==> config.mk <==
export PLATFORM = sky130hd
export DESIGN_NAME = wsr_top
export DESIGN_NICKNAME = d
export VERILOG_FILES = /design/src/pkg/wsr_pkg.sv /design/src/hdl/wsr_top.sv /design/src/hdl/wsr_ms_tick.sv
export SDC_FILE = /design/constraint.sdc
export NUM_CORES = 1
export LEC_CHECK = 0
export BUFFER_PORTS_ARGS = -buffer_cell sky130_fd_sc_hd__buf_4
export CAP_MARGIN = 20
export CORE_MARGIN = 5
export CORE_UTILIZATION = 25
export DETAILED_ROUTE_END_ITERATION = 6
export GPL_TIMING_DRIVEN = 1
export PLACE_DENSITY_LB_ADDON = 0.05
export SKIP_CTS_REPAIR_TIMING = 1
export SYNTH_ARGS = -nofsm -noshare
export SYNTH_HDL_FRONTEND = slang
export SYNTH_SLANG_ARGS = --single-unit
==> constraint.sdc <==
create_clock -name I_SYS_CLK -period 4.45 [get_ports I_SYS_CLK]
set_clock_uncertainty 0.1 [all_clocks]
set_input_delay 0.89 -clock I_SYS_CLK [delete_from_list [all_inputs] [get_ports I_SYS_CLK]]
set_output_delay 0.89 -clock I_SYS_CLK [all_outputs]
set_load 0.05 [all_outputs]
==> src/pkg/wsr_pkg.sv <==
package wsr_pkg;
  // clock and timebase
  localparam int          CLK_HZ          = 50_000_000;
  localparam int          MS_PER_S        = 1000;
  localparam int          CYC_PER_MS      = CLK_HZ / MS_PER_S;
  // re-evaluation hold after a reconfiguration, in ns
  localparam int          REEVAL_NS       = 10_000;
  localparam int          CLK_PERIOD_NS   = 1_000_000_000 / CLK_HZ;
  localparam int          REEVAL_CYC      = REEVAL_NS / CLK_PERIOD_NS;
  // field widths
  localparam int          MS_W            = 21;
  localparam int          PERIOD_W        = 18;
  localparam int          PULSE_W         = 15;
  localparam int          START_SEL_W     = 4;
  localparam int          DLY_SEL_W       = 5;
  localparam int          RAIL_N          = 24;
  localparam int          GPI_N           = 32;
  // programmable ranges in ms
  localparam logic [PERIOD_W-1:0] PERIOD_MIN_MS = 18'h00001;
  localparam logic [PERIOD_W-1:0] PERIOD_MAX_MS = 18'h3f000;
  localparam logic [PULSE_W-1:0]  PULSE_MIN_MS  = 15'h0001;
  localparam logic [PULSE_W-1:0]  PULSE_MAX_MS  = 15'h7e00;
  localparam logic [MS_W-1:0]     START_BASE_MS = 21'h000064;
  localparam logic [DLY_SEL_W-1:0] DLY_SEL_MAX  = 5'h10;

  typedef enum logic [1:0] {WSR_WD_OFF, WSR_WD_START, WSR_WD_RUN, WSR_WD_EXP} wsr_wd_state_t;
  typedef enum logic [2:0] {WSR_RS_EVAL, WSR_RS_WAIT, WSR_RS_DELAY, WSR_RS_PULSE,
                            WSR_RS_UP, WSR_RS_WDHOLD} wsr_rs_state_t;

  // initial wait: 0 = at power up, n = 100 ms * 2^(n-1)
  function automatic logic [MS_W-1:0] start_wait_ms(input logic [START_SEL_W-1:0] sel);
    logic [MS_W-1:0] v;
    v = '0;
    if (sel != '0) begin
      v = START_BASE_MS << (sel - 4'h1);
    end
    return v;
  endfunction

  // release delay code to ms
  function automatic logic [MS_W-1:0] rel_delay_ms(input logic [DLY_SEL_W-1:0] sel);
    logic [MS_W-1:0] v;
    v = '0;
    case (sel)
      5'h00: v = 21'h000000;
      5'h0b: v = 21'h0003fc;
      5'h0c: v = 21'h000802;
      5'h0d: v = 21'h001004;
      5'h0e: v = 21'h001ffe;
      5'h0f: v = 21'h003ffc;
      5'h10: v = 21'h008020;
      default: begin
        if (sel < 5'h0b) begin
          v = 21'h000001 << (sel - 5'h01);
        end else begin
          v = 21'h008020;
        end
      end
    endcase
    return v;
  endfunction
endpackage

==> src/hdl/wsr_top.sv <==
`timescale 1ns/1ps
module wsr_top
  import wsr_pkg::*;
#(
  parameter int CYC_MS = wsr_pkg::CYC_PER_MS
) (
  // clock and reset
  input  wire logic                           I_SYS_CLK,
  input  wire logic                           I_RST_N,
  // kick sources
  input  wire logic                           I_KICK_INPUT,
  input  wire logic                           I_KICK_INPUT_EN,
  input  wire logic                           I_KICK_CMD,
  // supervision timer configuration
  input  wire logic                           I_WD_EN,
  input  wire logic [wsr_pkg::PERIOD_W-1:0]   I_WD_PERIOD_MS,
  input  wire logic [wsr_pkg::START_SEL_W-1:0] I_WD_START_SEL,
  input  wire logic                           I_TIMEOUT_OUTPUT_EN,
  input  wire logic                           I_TIMEOUT_TO_RST,
  input  wire logic                           I_WD_GPI_TRACK,
  input  wire logic                           I_STICKY_CLR,
  // system reset configuration and conditions
  input  wire logic [wsr_pkg::RAIL_N-1:0]     I_RAIL_PG,
  input  wire logic [wsr_pkg::RAIL_N-1:0]     I_RAIL_SEL,
  input  wire logic [wsr_pkg::GPI_N-1:0]      I_GENERAL_INPUT_PIN,
  input  wire logic [wsr_pkg::GPI_N-1:0]      I_GPI_SEL,
  input  wire logic [wsr_pkg::DLY_SEL_W-1:0]  I_RST_DLY_SEL,
  input  wire logic                           I_RST_PULSE_MODE,
  input  wire logic [wsr_pkg::PULSE_W-1:0]    I_RST_PULSE_MS,
  input  wire logic                           I_RST_CFG_UPDATE,
  // outputs
  output logic                                O_TIMEOUT_OUTPUT,
  output logic                                O_SYS_RST_N,
  output logic                                O_WD_TIMEOUT,
  output logic                                O_WD_TIMEOUT_LATCH,
  output logic                                O_WD_ACTIVE
);
  import wsr_pkg::*;

  localparam int EVAL_W = $clog2(REEVAL_CYC + 1);

  logic            tick;
  logic            kick_s1_r, kick_s2_r, kick_s3_r;
  logic            kick;
  logic            conds_ok;
  logic            wd_expire;
  logic [MS_W-1:0] wd_cnt_r;
  logic [MS_W-1:0] rs_cnt_r;
  logic [MS_W-1:0] dly_ms;
  logic [PERIOD_W-1:0] period_ms;
  logic [PULSE_W-1:0]  pulse_ms;
  logic [EVAL_W-1:0] eval_cnt_r;
  wsr_wd_state_t   wd_state_r, wd_state_nxt;
  wsr_rs_state_t   rs_state_r, rs_state_nxt;

  wsr_ms_tick #(.CYC(CYC_MS)) u_tick (
    .i_clk   (I_SYS_CLK),
    .i_rst_n (I_RST_N),
    .o_tick  (tick)
  );

  always_ff @(posedge I_SYS_CLK) begin
    if (!I_RST_N) begin
      kick_s1_r <= 1'b0;
      kick_s2_r <= 1'b0;
      kick_s3_r <= 1'b0;
    end else begin
      kick_s1_r <= I_KICK_INPUT;
      kick_s2_r <= kick_s1_r;
      kick_s3_r <= kick_s2_r;
    end
  end

  // command merged with pin toggle; pin gated by enable
  assign kick = (I_KICK_INPUT_EN && (kick_s2_r != kick_s3_r)) || I_KICK_CMD;

  // clamp period to its programmable range
  assign period_ms = (I_WD_PERIOD_MS < PERIOD_MIN_MS) ? PERIOD_MIN_MS :
                     (I_WD_PERIOD_MS > PERIOD_MAX_MS) ? PERIOD_MAX_MS : I_WD_PERIOD_MS;
  assign pulse_ms  = (I_RST_PULSE_MS < PULSE_MIN_MS) ? PULSE_MIN_MS :
                     (I_RST_PULSE_MS > PULSE_MAX_MS) ? PULSE_MAX_MS : I_RST_PULSE_MS;
  assign dly_ms    = rel_delay_ms((I_RST_DLY_SEL > DLY_SEL_MAX) ? DLY_SEL_MAX : I_RST_DLY_SEL);
  // all selected rails good and selected inputs asserted
  assign conds_ok  = ((I_RAIL_PG | ~I_RAIL_SEL) == '1) && ((I_GENERAL_INPUT_PIN | ~I_GPI_SEL) == '1);

  assign wd_expire = I_WD_EN && (wd_state_r == WSR_WD_RUN) && !kick && (wd_cnt_r >= MS_W'(period_ms));

  always_comb begin
    wd_state_nxt = wd_state_r;
    case (wd_state_r)
      WSR_WD_OFF: begin
        if (I_WD_EN) begin
          wd_state_nxt = (I_WD_START_SEL == '0) ? WSR_WD_RUN : WSR_WD_START;
        end
      end
      WSR_WD_START: begin
        if (wd_cnt_r >= start_wait_ms(I_WD_START_SEL)) begin
          wd_state_nxt = WSR_WD_RUN;
        end
      end
      WSR_WD_RUN: begin
        if (wd_expire) begin
          wd_state_nxt = WSR_WD_EXP;
        end
      end
      WSR_WD_EXP: begin
        if (kick) begin
          wd_state_nxt = WSR_WD_RUN;
        end
      end
      default: wd_state_nxt = WSR_WD_OFF;
    endcase
    if (!I_WD_EN) begin
      wd_state_nxt = WSR_WD_OFF;
    end
  end

  always_ff @(posedge I_SYS_CLK) begin
    if (!I_RST_N) begin
      wd_state_r <= WSR_WD_OFF;
    end else begin
      wd_state_r <= wd_state_nxt;
    end
  end

  // kick or state change restarts count; start wait ignores kicks
  always_ff @(posedge I_SYS_CLK) begin
    if (!I_RST_N) begin
      wd_cnt_r <= '0;
    end else if ((kick && (wd_state_r != WSR_WD_START)) || (wd_state_nxt != wd_state_r)) begin
      wd_cnt_r <= '0;
    end else if (tick && (wd_cnt_r != '1)) begin
      wd_cnt_r <= wd_cnt_r + 1'b1;
    end
  end

  // one-cycle timeout pulse; only when routed to logic output
  always_ff @(posedge I_SYS_CLK) begin
    if (!I_RST_N) begin
      O_TIMEOUT_OUTPUT <= 1'b0;
    end else begin
      O_TIMEOUT_OUTPUT <= wd_expire && I_TIMEOUT_OUTPUT_EN && !I_TIMEOUT_TO_RST;
    end
  end

  // sticky and live status, set wins over clear
  always_ff @(posedge I_SYS_CLK) begin
    if (!I_RST_N) begin
      O_WD_TIMEOUT_LATCH <= 1'b0;
      O_WD_TIMEOUT       <= 1'b0;
      O_WD_ACTIVE        <= 1'b0;
    end else begin
      O_WD_TIMEOUT_LATCH <= wd_expire || (O_WD_TIMEOUT_LATCH && !I_STICKY_CLR);
      O_WD_TIMEOUT       <= (wd_state_nxt == WSR_WD_EXP);
      O_WD_ACTIVE        <= (wd_state_nxt == WSR_WD_RUN);
    end
  end

  always_comb begin
    rs_state_nxt = rs_state_r;
    case (rs_state_r)
      WSR_RS_EVAL: begin
        if (eval_cnt_r >= EVAL_W'(REEVAL_CYC - 1)) begin
          rs_state_nxt = WSR_RS_WAIT;
        end
      end
      WSR_RS_WAIT: begin
        if (conds_ok) begin
          rs_state_nxt = WSR_RS_DELAY;
        end
      end
      WSR_RS_DELAY: begin
        if (!conds_ok) begin
          rs_state_nxt = WSR_RS_WAIT;
        end else if (rs_cnt_r >= dly_ms) begin
          rs_state_nxt = I_RST_PULSE_MODE ? WSR_RS_PULSE : WSR_RS_UP;
        end
      end
      WSR_RS_PULSE: begin
        if (rs_cnt_r >= MS_W'(pulse_ms)) begin
          rs_state_nxt = WSR_RS_UP;
        end
      end
      WSR_RS_UP: begin
        if (!conds_ok) begin
          rs_state_nxt = WSR_RS_WAIT;
        end
      end
      WSR_RS_WDHOLD: begin
        // release by delay, or track inputs
        if (rs_cnt_r >= dly_ms) begin
          rs_state_nxt = (I_WD_GPI_TRACK || !conds_ok) ? WSR_RS_WAIT : WSR_RS_UP;
        end
      end
      default: rs_state_nxt = WSR_RS_EVAL;
    endcase
    if (wd_expire && I_TIMEOUT_TO_RST && (rs_state_r != WSR_RS_EVAL)) begin
      rs_state_nxt = WSR_RS_WDHOLD;
    end
    if (I_RST_CFG_UPDATE) begin
      rs_state_nxt = WSR_RS_EVAL;
    end
  end

  always_ff @(posedge I_SYS_CLK) begin
    if (!I_RST_N) begin
      rs_state_r <= WSR_RS_EVAL;
    end else begin
      rs_state_r <= rs_state_nxt;
    end
  end

  always_ff @(posedge I_SYS_CLK) begin
    if (!I_RST_N) begin
      eval_cnt_r <= '0;
    end else if (rs_state_nxt != WSR_RS_EVAL || I_RST_CFG_UPDATE) begin
      eval_cnt_r <= '0;
    end else begin
      eval_cnt_r <= eval_cnt_r + 1'b1;
    end
  end

  always_ff @(posedge I_SYS_CLK) begin
    if (!I_RST_N) begin
      rs_cnt_r <= '0;
    end else if (rs_state_nxt != rs_state_r) begin
      rs_cnt_r <= '0;
    end else if (tick && (rs_cnt_r != '1)) begin
      rs_cnt_r <= rs_cnt_r + 1'b1;
    end
  end

  // asserted out of reset; active low
  always_ff @(posedge I_SYS_CLK) begin
    if (!I_RST_N) begin
      O_SYS_RST_N <= 1'b0;
    end else begin
      case (rs_state_nxt)
        WSR_RS_UP:    O_SYS_RST_N <= 1'b1;
        WSR_RS_WAIT,
        WSR_RS_DELAY: O_SYS_RST_N <= I_RST_PULSE_MODE;
        default:      O_SYS_RST_N <= 1'b0;
      endcase
    end
  end
endmodule

==> src/hdl/wsr_ms_tick.sv <==
`timescale 1ns/1ps
module wsr_ms_tick #(
  parameter int CYC = 50000
) (
  input  wire logic i_clk,
  input  wire logic i_rst_n,
  output logic      o_tick
);
  localparam int CW = $clog2(CYC + 1);
  logic [CW-1:0] cnt_r;

  // one-cycle tick every millisecond
  always_ff @(posedge i_clk) begin
    if (!i_rst_n) begin
      cnt_r  <= '0;
      o_tick <= 1'b0;
    end else if (cnt_r == CW'(CYC - 1)) begin
      cnt_r  <= '0;
      o_tick <= 1'b1;
    end else begin
      cnt_r  <= cnt_r + 1'b1;
      o_tick <= 1'b0;
    end
  end
endmodule

==> impl_metrics.ini, run 1 <==
[status]
status = finished clean

[setup_path]
critPathCaptureType = register
setup.worst_path.start_class = input pin
critPathSlowestCell = or3_1
critical_path_arrival_ns = 4.14
crit_family = compound AO/OA/AOI/OAI gates
crit_path_max_incr_delay_ns = 0.48
required_ns = 4.60
crit_path_cell_trace = buf_4 -> inv_1 -> or3_1 -> nand2_1 -> o21ai_0 -> ha_1 -> nor2_1 -> a21oi_1 -> o21ai_1 -> a221oi_1 -> nor3_1 -> o31ai_2 -> o21a_1 -> a21oi_2 -> buf_12 -> nor4_2
critPathBufInv = 3
crit_type = input pin to register
cp_max_fo = 21

[timing]
setup_viol = 0
tns_ns = 0
hold_violations = 0
fmax_mhz = 251.0
rsz0062_at_grt = false
min_period_ns = 3.984
slew_headroom = 0.5031
tightest_slew_ns = 0.7426
fin_hold_ws_ns = 0.3376
report.final.slew_viol_count = 0
fin_crit_sh = 0.8954
layout_setup_ws_ns = 0.4655

[cts]
cts_tree = built
insertion_delay_ns = 0.34
clk_pin_slew_ns = 0.06
cts_max_level = 3
numCtsBuffers = 9
ctsLongestPathBuffers = 2
clockRootBuffer = clkbuf_16
cts_sinks = 81

[drt]
dr.pass1.iters = 5
drc = 0
ant_nets = 0
wl_per_cell_um = 14.90
totalWireLength_um = 20550
vias = 6467
detail_route.iter0.violations = 237
viasPerCell = 4.690

[logic_synthesis]
synth_edf_count = 0
ys_warn_count = 0
yosysMostFrequentCell = nand2_1
synth_common_cells = nand2_1 (86), ha_1 (83), nor2_1 (83)
synth-seq-cells = 81
synthTopCellsByArea = dfxtp_1 (24%), ha_1 (15%), xor2_1 (5.0%)
async_flop_share = 0
avgSynthCellArea_um2 = 7.945
yosysTopAreaCellShare = 0.2387
ys_types = 72
synth.yosys.seq_area_share = 0.2387
synthCells = 855
syn-cell-area_um2 = 6793
yosys_most_used_dff = dfxtp_1
yosysTopAreaCell = dfxtp_1

[floorplanning]
rows = 60
core_area_um2 = 26880
dieArea_um2 = 30570
start_util = 0.2527
dieHeight_um = 174.8
die_x_um = 174.8
io-pin-count = 171

[power]
power_density_nw_per_um2 = 211.8
ir_drop_mv = 0.1825
power_leakage_uw = 0.003983

[layout]
nets = 1282
final_util = 0.3314
nFillCells = 2894
diodes = 0
drive_gt1_frac = 0.2399
syn_to_final_growth_pct = 31.13

[placed_design]
place_ws_ns = 0.06482
globalplace.congestion = 0.7612
dp_hpwl_um = 16850
io_buffers = 170

[global_route]
grt_pass1_vias = 6378
gr-usage-all-layers = 0.1325
grt_overflow = 0
grt_first_pass_wirelength_um = 33260
grt_max_degree = 29
antenna_found_initial = 0

[hold_path]
hp-class = register to register

[run]
max_cap_viol_count = 0
[sequential cells by signal (all words and copies together), names as in the netlist, 2 cells and up]
register      count
eval_cnt_r        9
rs_state_r        3
wd_state_r        2
u_tick.cnt_r     16
wd_cnt_r         21
rs_cnt_r         21
[metrics by stage]
step	cells	area, µm²	power, µW
floorplan	860	6812	904.6
global placement	1363	8579	1086
detailed placement	1363	8579	1085
CTS	1379	8907	1924
global route	1379	8907	1990
finish	1379	8907	1886
[logic make-up (layout without fill, tap and decap cells)]
kind of cell,after synthesis,count (layout),share of synthesized area
and+or+nand+nor,404,404,0.3295
muxes,7,7,0.01068
xor gates and xnor gates,62,62,0.07994
adders and majority gates,83,83,0.1529
other,1,6,0.0005521
buffers and inverters,76,254,0.04513
AOI/OAI and AO/OA,141,141,0.1426
DFF,81,81,0.2387
[final cells by class]
type / count / area (µm²) / share of cell area
multi-input cells: 703 / 4891 / 0.5491
flip-flops and latches: 81 / 1622 / 0.1820
repair buffers: 189 / 1456 / 0.1635
well taps: 341 / 426.7 / 0.04790
clock buffers: 10 / 239.0 / 0.02683
inverters: 49 / 183.9 / 0.02065
clock inverters: 6 / 88.84 / 0.009973
[power by group]
group / leakage, µW / total, µW / switching (µW) / internal (µW)
Combinational: 0.00317 / 328 / 152 / 176
Sequential: 0.000654 / 735 / 4.11 / 731
Clock: 0.000155 / 823 / 315 / 508
[cells in the final DEF (no fill, tap or decap), types with 20 or more instances in the layout]
| master | count |
|---|---|
| inv_1 | 48 |
| ha_1 | 83 |
| nor2_1 | 83 |
| dfxtp_1 | 81 |
| nand4_1 | 22 |
| nand3_1 | 44 |
| xnor2_1 | 23 |
| nor4_2 | 20 |
| nand2b_1 | 44 |
| a21oi_1 | 38 |
| buf_4 | 186 |
| nand2_1 | 86 |
| xor2_1 | 38 |
| o21ai_0 | 27 |
[path summary, 6_finish.rpt]
| kind | start | to | slack (ns) | cells after the start |
|---|---|---|---|---|
| worst max-delay path | I_RST_PULSE_MS[13] | rs_cnt_r[7] | 0.47 | 16 |
| worst min-delay path | kick_s1_r | kick_s2_r | 0.34 | 1 |
| worst max register to register | rs_cnt_r[0] | rs_cnt_r[7] | 1.31 | 13 |
| worst min register to register | kick_s1_r | kick_s2_r | 0.34 | 1 |
[metal layers]
metal,GRT usage,up-vias,share of wire
met5,0,-,0
met1,0.1789,2902,0.49
met4,0.03077,0,0.0098
met3,0.03007,13,0.058
met2,0.2160,151,0.45
li1,-,3401,-
Power figures use the tool's default switching activity.
==> run 2, diff against run 1 <==
--- a/config.mk
+++ b/config.mk
@@ -7,6 +7,8 @@
 export LEC_CHECK = 0
 export BUFFER_PORTS_ARGS = -buffer_cell sky130_fd_sc_hd__buf_4
 export CAP_MARGIN = 20
+export CELL_PAD_IN_SITES_DETAIL_PLACEMENT = 1
+export CELL_PAD_IN_SITES_GLOBAL_PLACEMENT = 2
 export CORE_MARGIN = 5
 export CORE_UTILIZATION = 25
 export DETAILED_ROUTE_END_ITERATION = 6
==> run 2 against run 1 <==
  * Clock power shrank 8.9%
  * Global-route usage rose by 1.4 points
  * Cell count is 0.29% lower
  * Flip-flop and latch count stayed put
  * Utilization decreased by 0.25 points
  * Sequential share of layout area rose by 0.14 points
  * First-iteration DRC count decreased by 21%
  * Setup slack worse by 0.013 ns
  * Power decreased by 4.0%
  * Combinational power hardly changed
  * Worst hold slack improved by 0.0030 ns
  * Register-to-register slack worse by 0.11 ns
==> impl_metrics.ini, run 2 (synthesis gave the netlist of run 1 again) <==
[status]
status = finished clean

[placed_design]
place_ws_ns = 0.02751
dp_hpwl_um = 18750
globalplace.congestion = 0.7497
io_buffers = 170

[layout]
drive_gt1_frac = 0.2369
diodes = 0
reg_top3 = rs_cnt_r x21, wd_cnt_r x21, u_tick.cnt_r x16
final_common_cell = buf_4
nets = 1279
nFillCells = 3240
syn_to_final_growth_pct = 30.13
layout_common_cells = buf_4 (184), nand2_1 (86), nor2_1 (83), ha_1 (83), dfxtp_1 (81)

[timing]
tightest_slew_ns = 0.8415
slew_headroom = 0.4369
rsz0062_at_grt = false
tns_ns = 0
layout_setup_ws_ns = 0.4523
hold_violations = 0
setup_viol = 0
fin_crit_sh = 0.8984
report.final.slew_viol_count = 0
fmax_mhz = 250.1
fin_hold_ws_ns = 0.3407
min_period_ns = 3.998

[setup_path]
critPathBufInv = 2
reg2reg_from = rs_cnt_r[0]
worst-path-stages = 17
rrSetupSlack_ns = 1.20
crit_path_cell_trace = buf_4 -> nor3_1 -> xor2_1 -> nor2_1 -> nand2_1 -> ha_1 -> o21ai_0 -> nand2b_1 -> a21oi_1 -> o21ai_0 -> a31oi_1 -> o31a_1 -> nor3b_1 -> mux2i_1 -> nand3_1 -> buf_4 -> nor3_1
setup.worst_path.start_class = input pin
reg2reg_to = rs_cnt_r[0]
critPathCaptureType = register
crit_family = simple AND/OR/NAND/NOR gates
critical_path_arrival_ns = 4.16
required_ns = 4.61
crit_path_max_incr_delay_ns = 0.51
crit_path_start = I_WD_START_SEL[1]
crit_type = input pin to register
cp_max_fo = 7
cp-endpoint = wd_cnt_r[2]
critPathSlowestCell = xor2_1
reg2regPathDepth = 14

[cts]
cts_max_level = 3
cts_sinks = 81
clockRootBuffer = clkbuf_16
insertion_delay_ns = 0.34
ctsLongestPathBuffers = 2
clk_pin_slew_ns = 0.06
numCtsBuffers = 9
cts_tree = built

[drt]
vias = 6601
dr.pass1.iters = 4
viasPerCell = 4.801
detail_route.iter0.violations = 188
drc = 0
totalWireLength_um = 22510
ant_nets = 0
wl_per_cell_um = 16.37

[global_route]
antenna_found_initial = 0
gr-usage-all-layers = 0.1468
grt_first_pass_wirelength_um = 36820
grt_pass1_vias = 7028
grt_overflow = 0
grt_max_degree = 29

[run]
max_cap_viol_count = 0

[hold_path]
min-delay-start = kick_s1_r
hp-class = register to register

[floorplanning]
start_util = 0.2527
dieArea_um2 = 30570
die_x_um = 174.8
core_area_um2 = 26880
dieHeight_um = 174.8
rows = 60
io-pin-count = 171

[power]
power_density_nw_per_um2 = 204.9
ir_drop_mv = 0.1843
p_total_uw = 1811
power_leakage_uw = 0.003950
run 2: changes by cell type in the layout (fill, tap and decap cells not counted):
cell and change:
buf_4 -2, buf_12 -1, bufinv_16 -1, clkinv_2 +1
clkinv_4 +1, clkinvlp_4 -1, inv_6 -1
run 2: layout make-up:
type                       count  area, µm²  share of cell area
multi-input combinational    703       4891              0.5533
sequential                    81       1622              0.1834
timing repair buffer         186       1421              0.1608
tap                          341      426.7             0.04827
clock buffer                  10      239.0             0.02703
inverter                      49      183.9             0.02081
clock inverter                 5      56.30            0.006369
run 2: power breakdown:
part / total, µW / switching [µW] / internal, µW
clock network: 750 / 304 / 446
logic: 326 / 153 / 173
registers: 735 / 4.14 / 731
run 2: through the flow:
step / std cells / util / instance area, µm²
2_1_floorplan: 860 / - / 6812
3_3_place_gp: 1360 / 0.3179 / 8544
3_5_place_dp: 1360 / 0.3179 / 8544
4_1_cts: 1375 / 0.3289 / 8840
5_1_grt: 1375 / 0.3289 / 8840
6_report: 1375 / 0.3289 / 8840
run 2: routing by layer:
metal / vias to the layer above / global-route usage / wire, µm
met3: 19 / 0.02185 / 655
met5: - / 0 / 0
met2: 100 / 0.2703 / 11430
li1: 3388 / - / -
met4: 0 / 0.02848 / 311
met1: 3094 / 0.1822 / 10120
run 2: how the worst min path moves through the flow:
stage                      endpoint  slack [ns]  cells after the start
floorplan                 kick_s2_r        0.31                      1
global placement    u_tick.cnt_r[0]        0.33                      1
detailed placement        kick_s2_r        0.33                      1
CTS                   eval_cnt_r[0]        0.35                      1
global route        u_tick.cnt_r[0]        0.36                      1
finish                    kick_s2_r        0.34                      1
==> run 3, diff against run 2 <==
--- a/config.mk
+++ b/config.mk
@@ -5,14 +5,14 @@
 export SDC_FILE = /design/constraint.sdc
 export NUM_CORES = 1
 export LEC_CHECK = 0
-export BUFFER_PORTS_ARGS = -buffer_cell sky130_fd_sc_hd__buf_4
+export BUFFER_PORTS_ARGS = -buffer_cell sky130_fd_sc_hd__buf_2
 export CAP_MARGIN = 20
 export CELL_PAD_IN_SITES_DETAIL_PLACEMENT = 1
 export CELL_PAD_IN_SITES_GLOBAL_PLACEMENT = 2
 export CORE_MARGIN = 5
 export CORE_UTILIZATION = 25
 export DETAILED_ROUTE_END_ITERATION = 6
-export GPL_TIMING_DRIVEN = 1
+export GPL_TIMING_DRIVEN = 0
 export PLACE_DENSITY_LB_ADDON = 0.05
 export SKIP_CTS_REPAIR_TIMING = 1
 export SYNTH_ARGS = -nofsm -noshare
==> run 3 against run 2 <==
  * Setup slack lost 0.13 ns
  * Combinational power fell by 13%
  * Cell count is 0.65% higher
  * Largest cell class unchanged
  * Die area did not move
  * Count of clock-buffer cells in the layout is the same
  * Register-to-register slack about the same
  * Power decreased by 2.5%
  * Critical endpoint is now rs_cnt_r[19]
  * First-iteration DRC count up 0.53%
  * Maximum frequency is 3.1% lower
  * Largest power group unchanged
  * Sequential share of layout area up 0.90 points
==> impl_metrics.ini, run 3 (synthesis gave the netlist of run 1 again) <==
[timing]
report.final.slew_viol_count = 0
fin_crit_sh = 0.9272
hold_violations = 0
layout_setup_ws_ns = 0.3241
fin_hold_ws_ns = 0.3327
fmax_mhz = 242.4
slew_headroom = 0.4646
tightest_slew_ns = 0.8001
rsz0062_at_grt = false
min_period_ns = 4.126
setup_viol = 0

[drt]
vias = 6609
wl_per_cell_um = 15.90
route.met2.wl_um = 11150
ant_nets = 0
dr.pass1.iters = 4
drt-met1-wl_um = 10020
viasPerCell = 4.775
detail_route.iter0.violations = 189
met3_wirelength_um = 670
totalWireLength_um = 22010
drc = 0
top_signal_layer_used = met4

[setup_path]
crit_path_max_incr_delay_ns = 0.39
crit_path_start = I_RST_DLY_SEL[3]
required_ns = 4.60
setup.worst_path.start_class = input pin
critPathSlowestCell = o31ai_2
crit_top_cell = a21oi_2
reg2reg_from = rs_cnt_r[0]
critPathCaptureType = register
cp_max_fo = 10
crit_path_cell_trace = clkbuf_1 -> and2_1 -> a21oi_1 -> or3_1 -> ha_1 -> o21ai_0 -> o21ai_1 -> a21oi_2 -> o41ai_4 -> nor2_1 -> mux2i_1 -> o31ai_2 -> o21a_1 -> a21oi_2 -> buf_6 -> nor4_2
crit_type = input pin to register
critical_path_arrival_ns = 4.28

[cts]
clockRootBuffer = clkbuf_16
insertion_delay_ns = 0.34
ctsLongestPathBuffers = 2
cts_max_level = 3
cts_sinks = 81
cts_tree = built
numCtsBuffers = 9
clk_pin_slew_ns = 0.06

[power]
p_sw_uw = 460.9
sw_frac_of_total = 0.2609
p_total_uw = 1766
p_int_uw = 1306
power_frac_comb = 0.159
power_leakage_uw = 0.003831
sequentialPowerShare = 0.416
ir_drop_mv = 0.1805
p_clk_frac = 0.424
power_density_nw_per_um2 = 209.7

[floorplanning]
rows = 60
start_util = 0.2527
dieHeight_um = 174.8
core_area_um2 = 26880
io-pin-count = 171
dieArea_um2 = 30570
die_x_um = 174.8

[hold_path]
min-delay-start = kick_s1_r
hp-class = register to register

[layout]
reg_top3 = rs_cnt_r x21, wd_cnt_r x21, u_tick.cnt_r x16
multi_input_area_um2 = 4930
final_common_cell = buf_2
nets = 1286
nFillCells = 3332
syn_to_final_growth_pct = 24.04
layout_common_cells = buf_2 (174), nand2_1 (86), nor2_1 (82), ha_1 (82), dfxtp_1 (81)
drive_gt1_frac = 0.2354
final_util = 0.3135
seqCellArea_um2 = 1622

[placed_design]
globalplace.congestion = 0.7403
place_ws_ns = -0.6392
io_buffers = 167
dp_hpwl_um = 18450

[run]
max_cap_viol_count = 0

[global_route]
grt_overflow = 0
antenna_found_initial = 2
grt_max_degree = 14
grt_first_pass_wirelength_um = 36070
gr-usage-all-layers = 0.1438
grt_pass1_vias = 6957

[status]
status = finished clean
## run 3: cell count changes in the layout (fill, tap and decap cells not counted), sizes merged
cell	delta
clkbuf	+15
buf	-8
diode	+2
## run 3: power groups by stage
stage / clock network (µW) / registers [µW] / logic [µW]
floorplan: 0 / 752 / 153
global placement: 0 / 752 / 282
detailed placement: 0 / 752 / 284
CTS: 784 / 735 / 285
global route: 812 / 736 / 325
finish: 750 / 735 / 282
## run 3: final timing paths
check	cells past startpoint	slack (ns)	to
max reg2reg	13	1.20	rs_cnt_r[19]
max	16	0.32	rs_cnt_r[19]
min	1	0.33	kick_s2_r
min reg2reg	1	0.33	kick_s2_r
## run 3: routing by layer
layer,up-vias,GRT usage
li1,3415,-
met1,3081,0.1792
met2,100,0.2631
met3,13,0.02228
met4,0,0.02848
met5,-,0
## run 3: metrics by stage
| stage | TNS (ns) | instance area, µm² | instances |
|---|---|---|---|
| 2_1_floorplan | 0 | 6812 | 860 |
| 3_3_place_gp | -18.76 | 8074 | 1368 |
| 3_5_place_dp | -18.76 | 8074 | 1368 |
| 4_1_cts | -4.294 | 8369 | 1383 |
| 5_1_grt | 0 | 8426 | 1384 |
| 6_report | 0 | 8426 | 1384 |
## run 3: cell type report
cell class / instances / area share
antenna: 2 / 0.0005940
multi-input combinational: 703 / 0.5851
tap: 341 / 0.05064
buffer: 26 / 0.01515
clock inverter: 5 / 0.006683
timing repair buffer: 167 / 0.09920
inverter: 49 / 0.02183
clock buffer: 10 / 0.02836
sequential: 81 / 0.1925
## run 3: worst max-delay path: cells and delay by family
kind            cells  cell delay, ns
mux                 1            0.16
fa+ha+maj           1            0.28
buf+inv             2            0.46
simple gates        4            1.11
compound gates      8            1.36
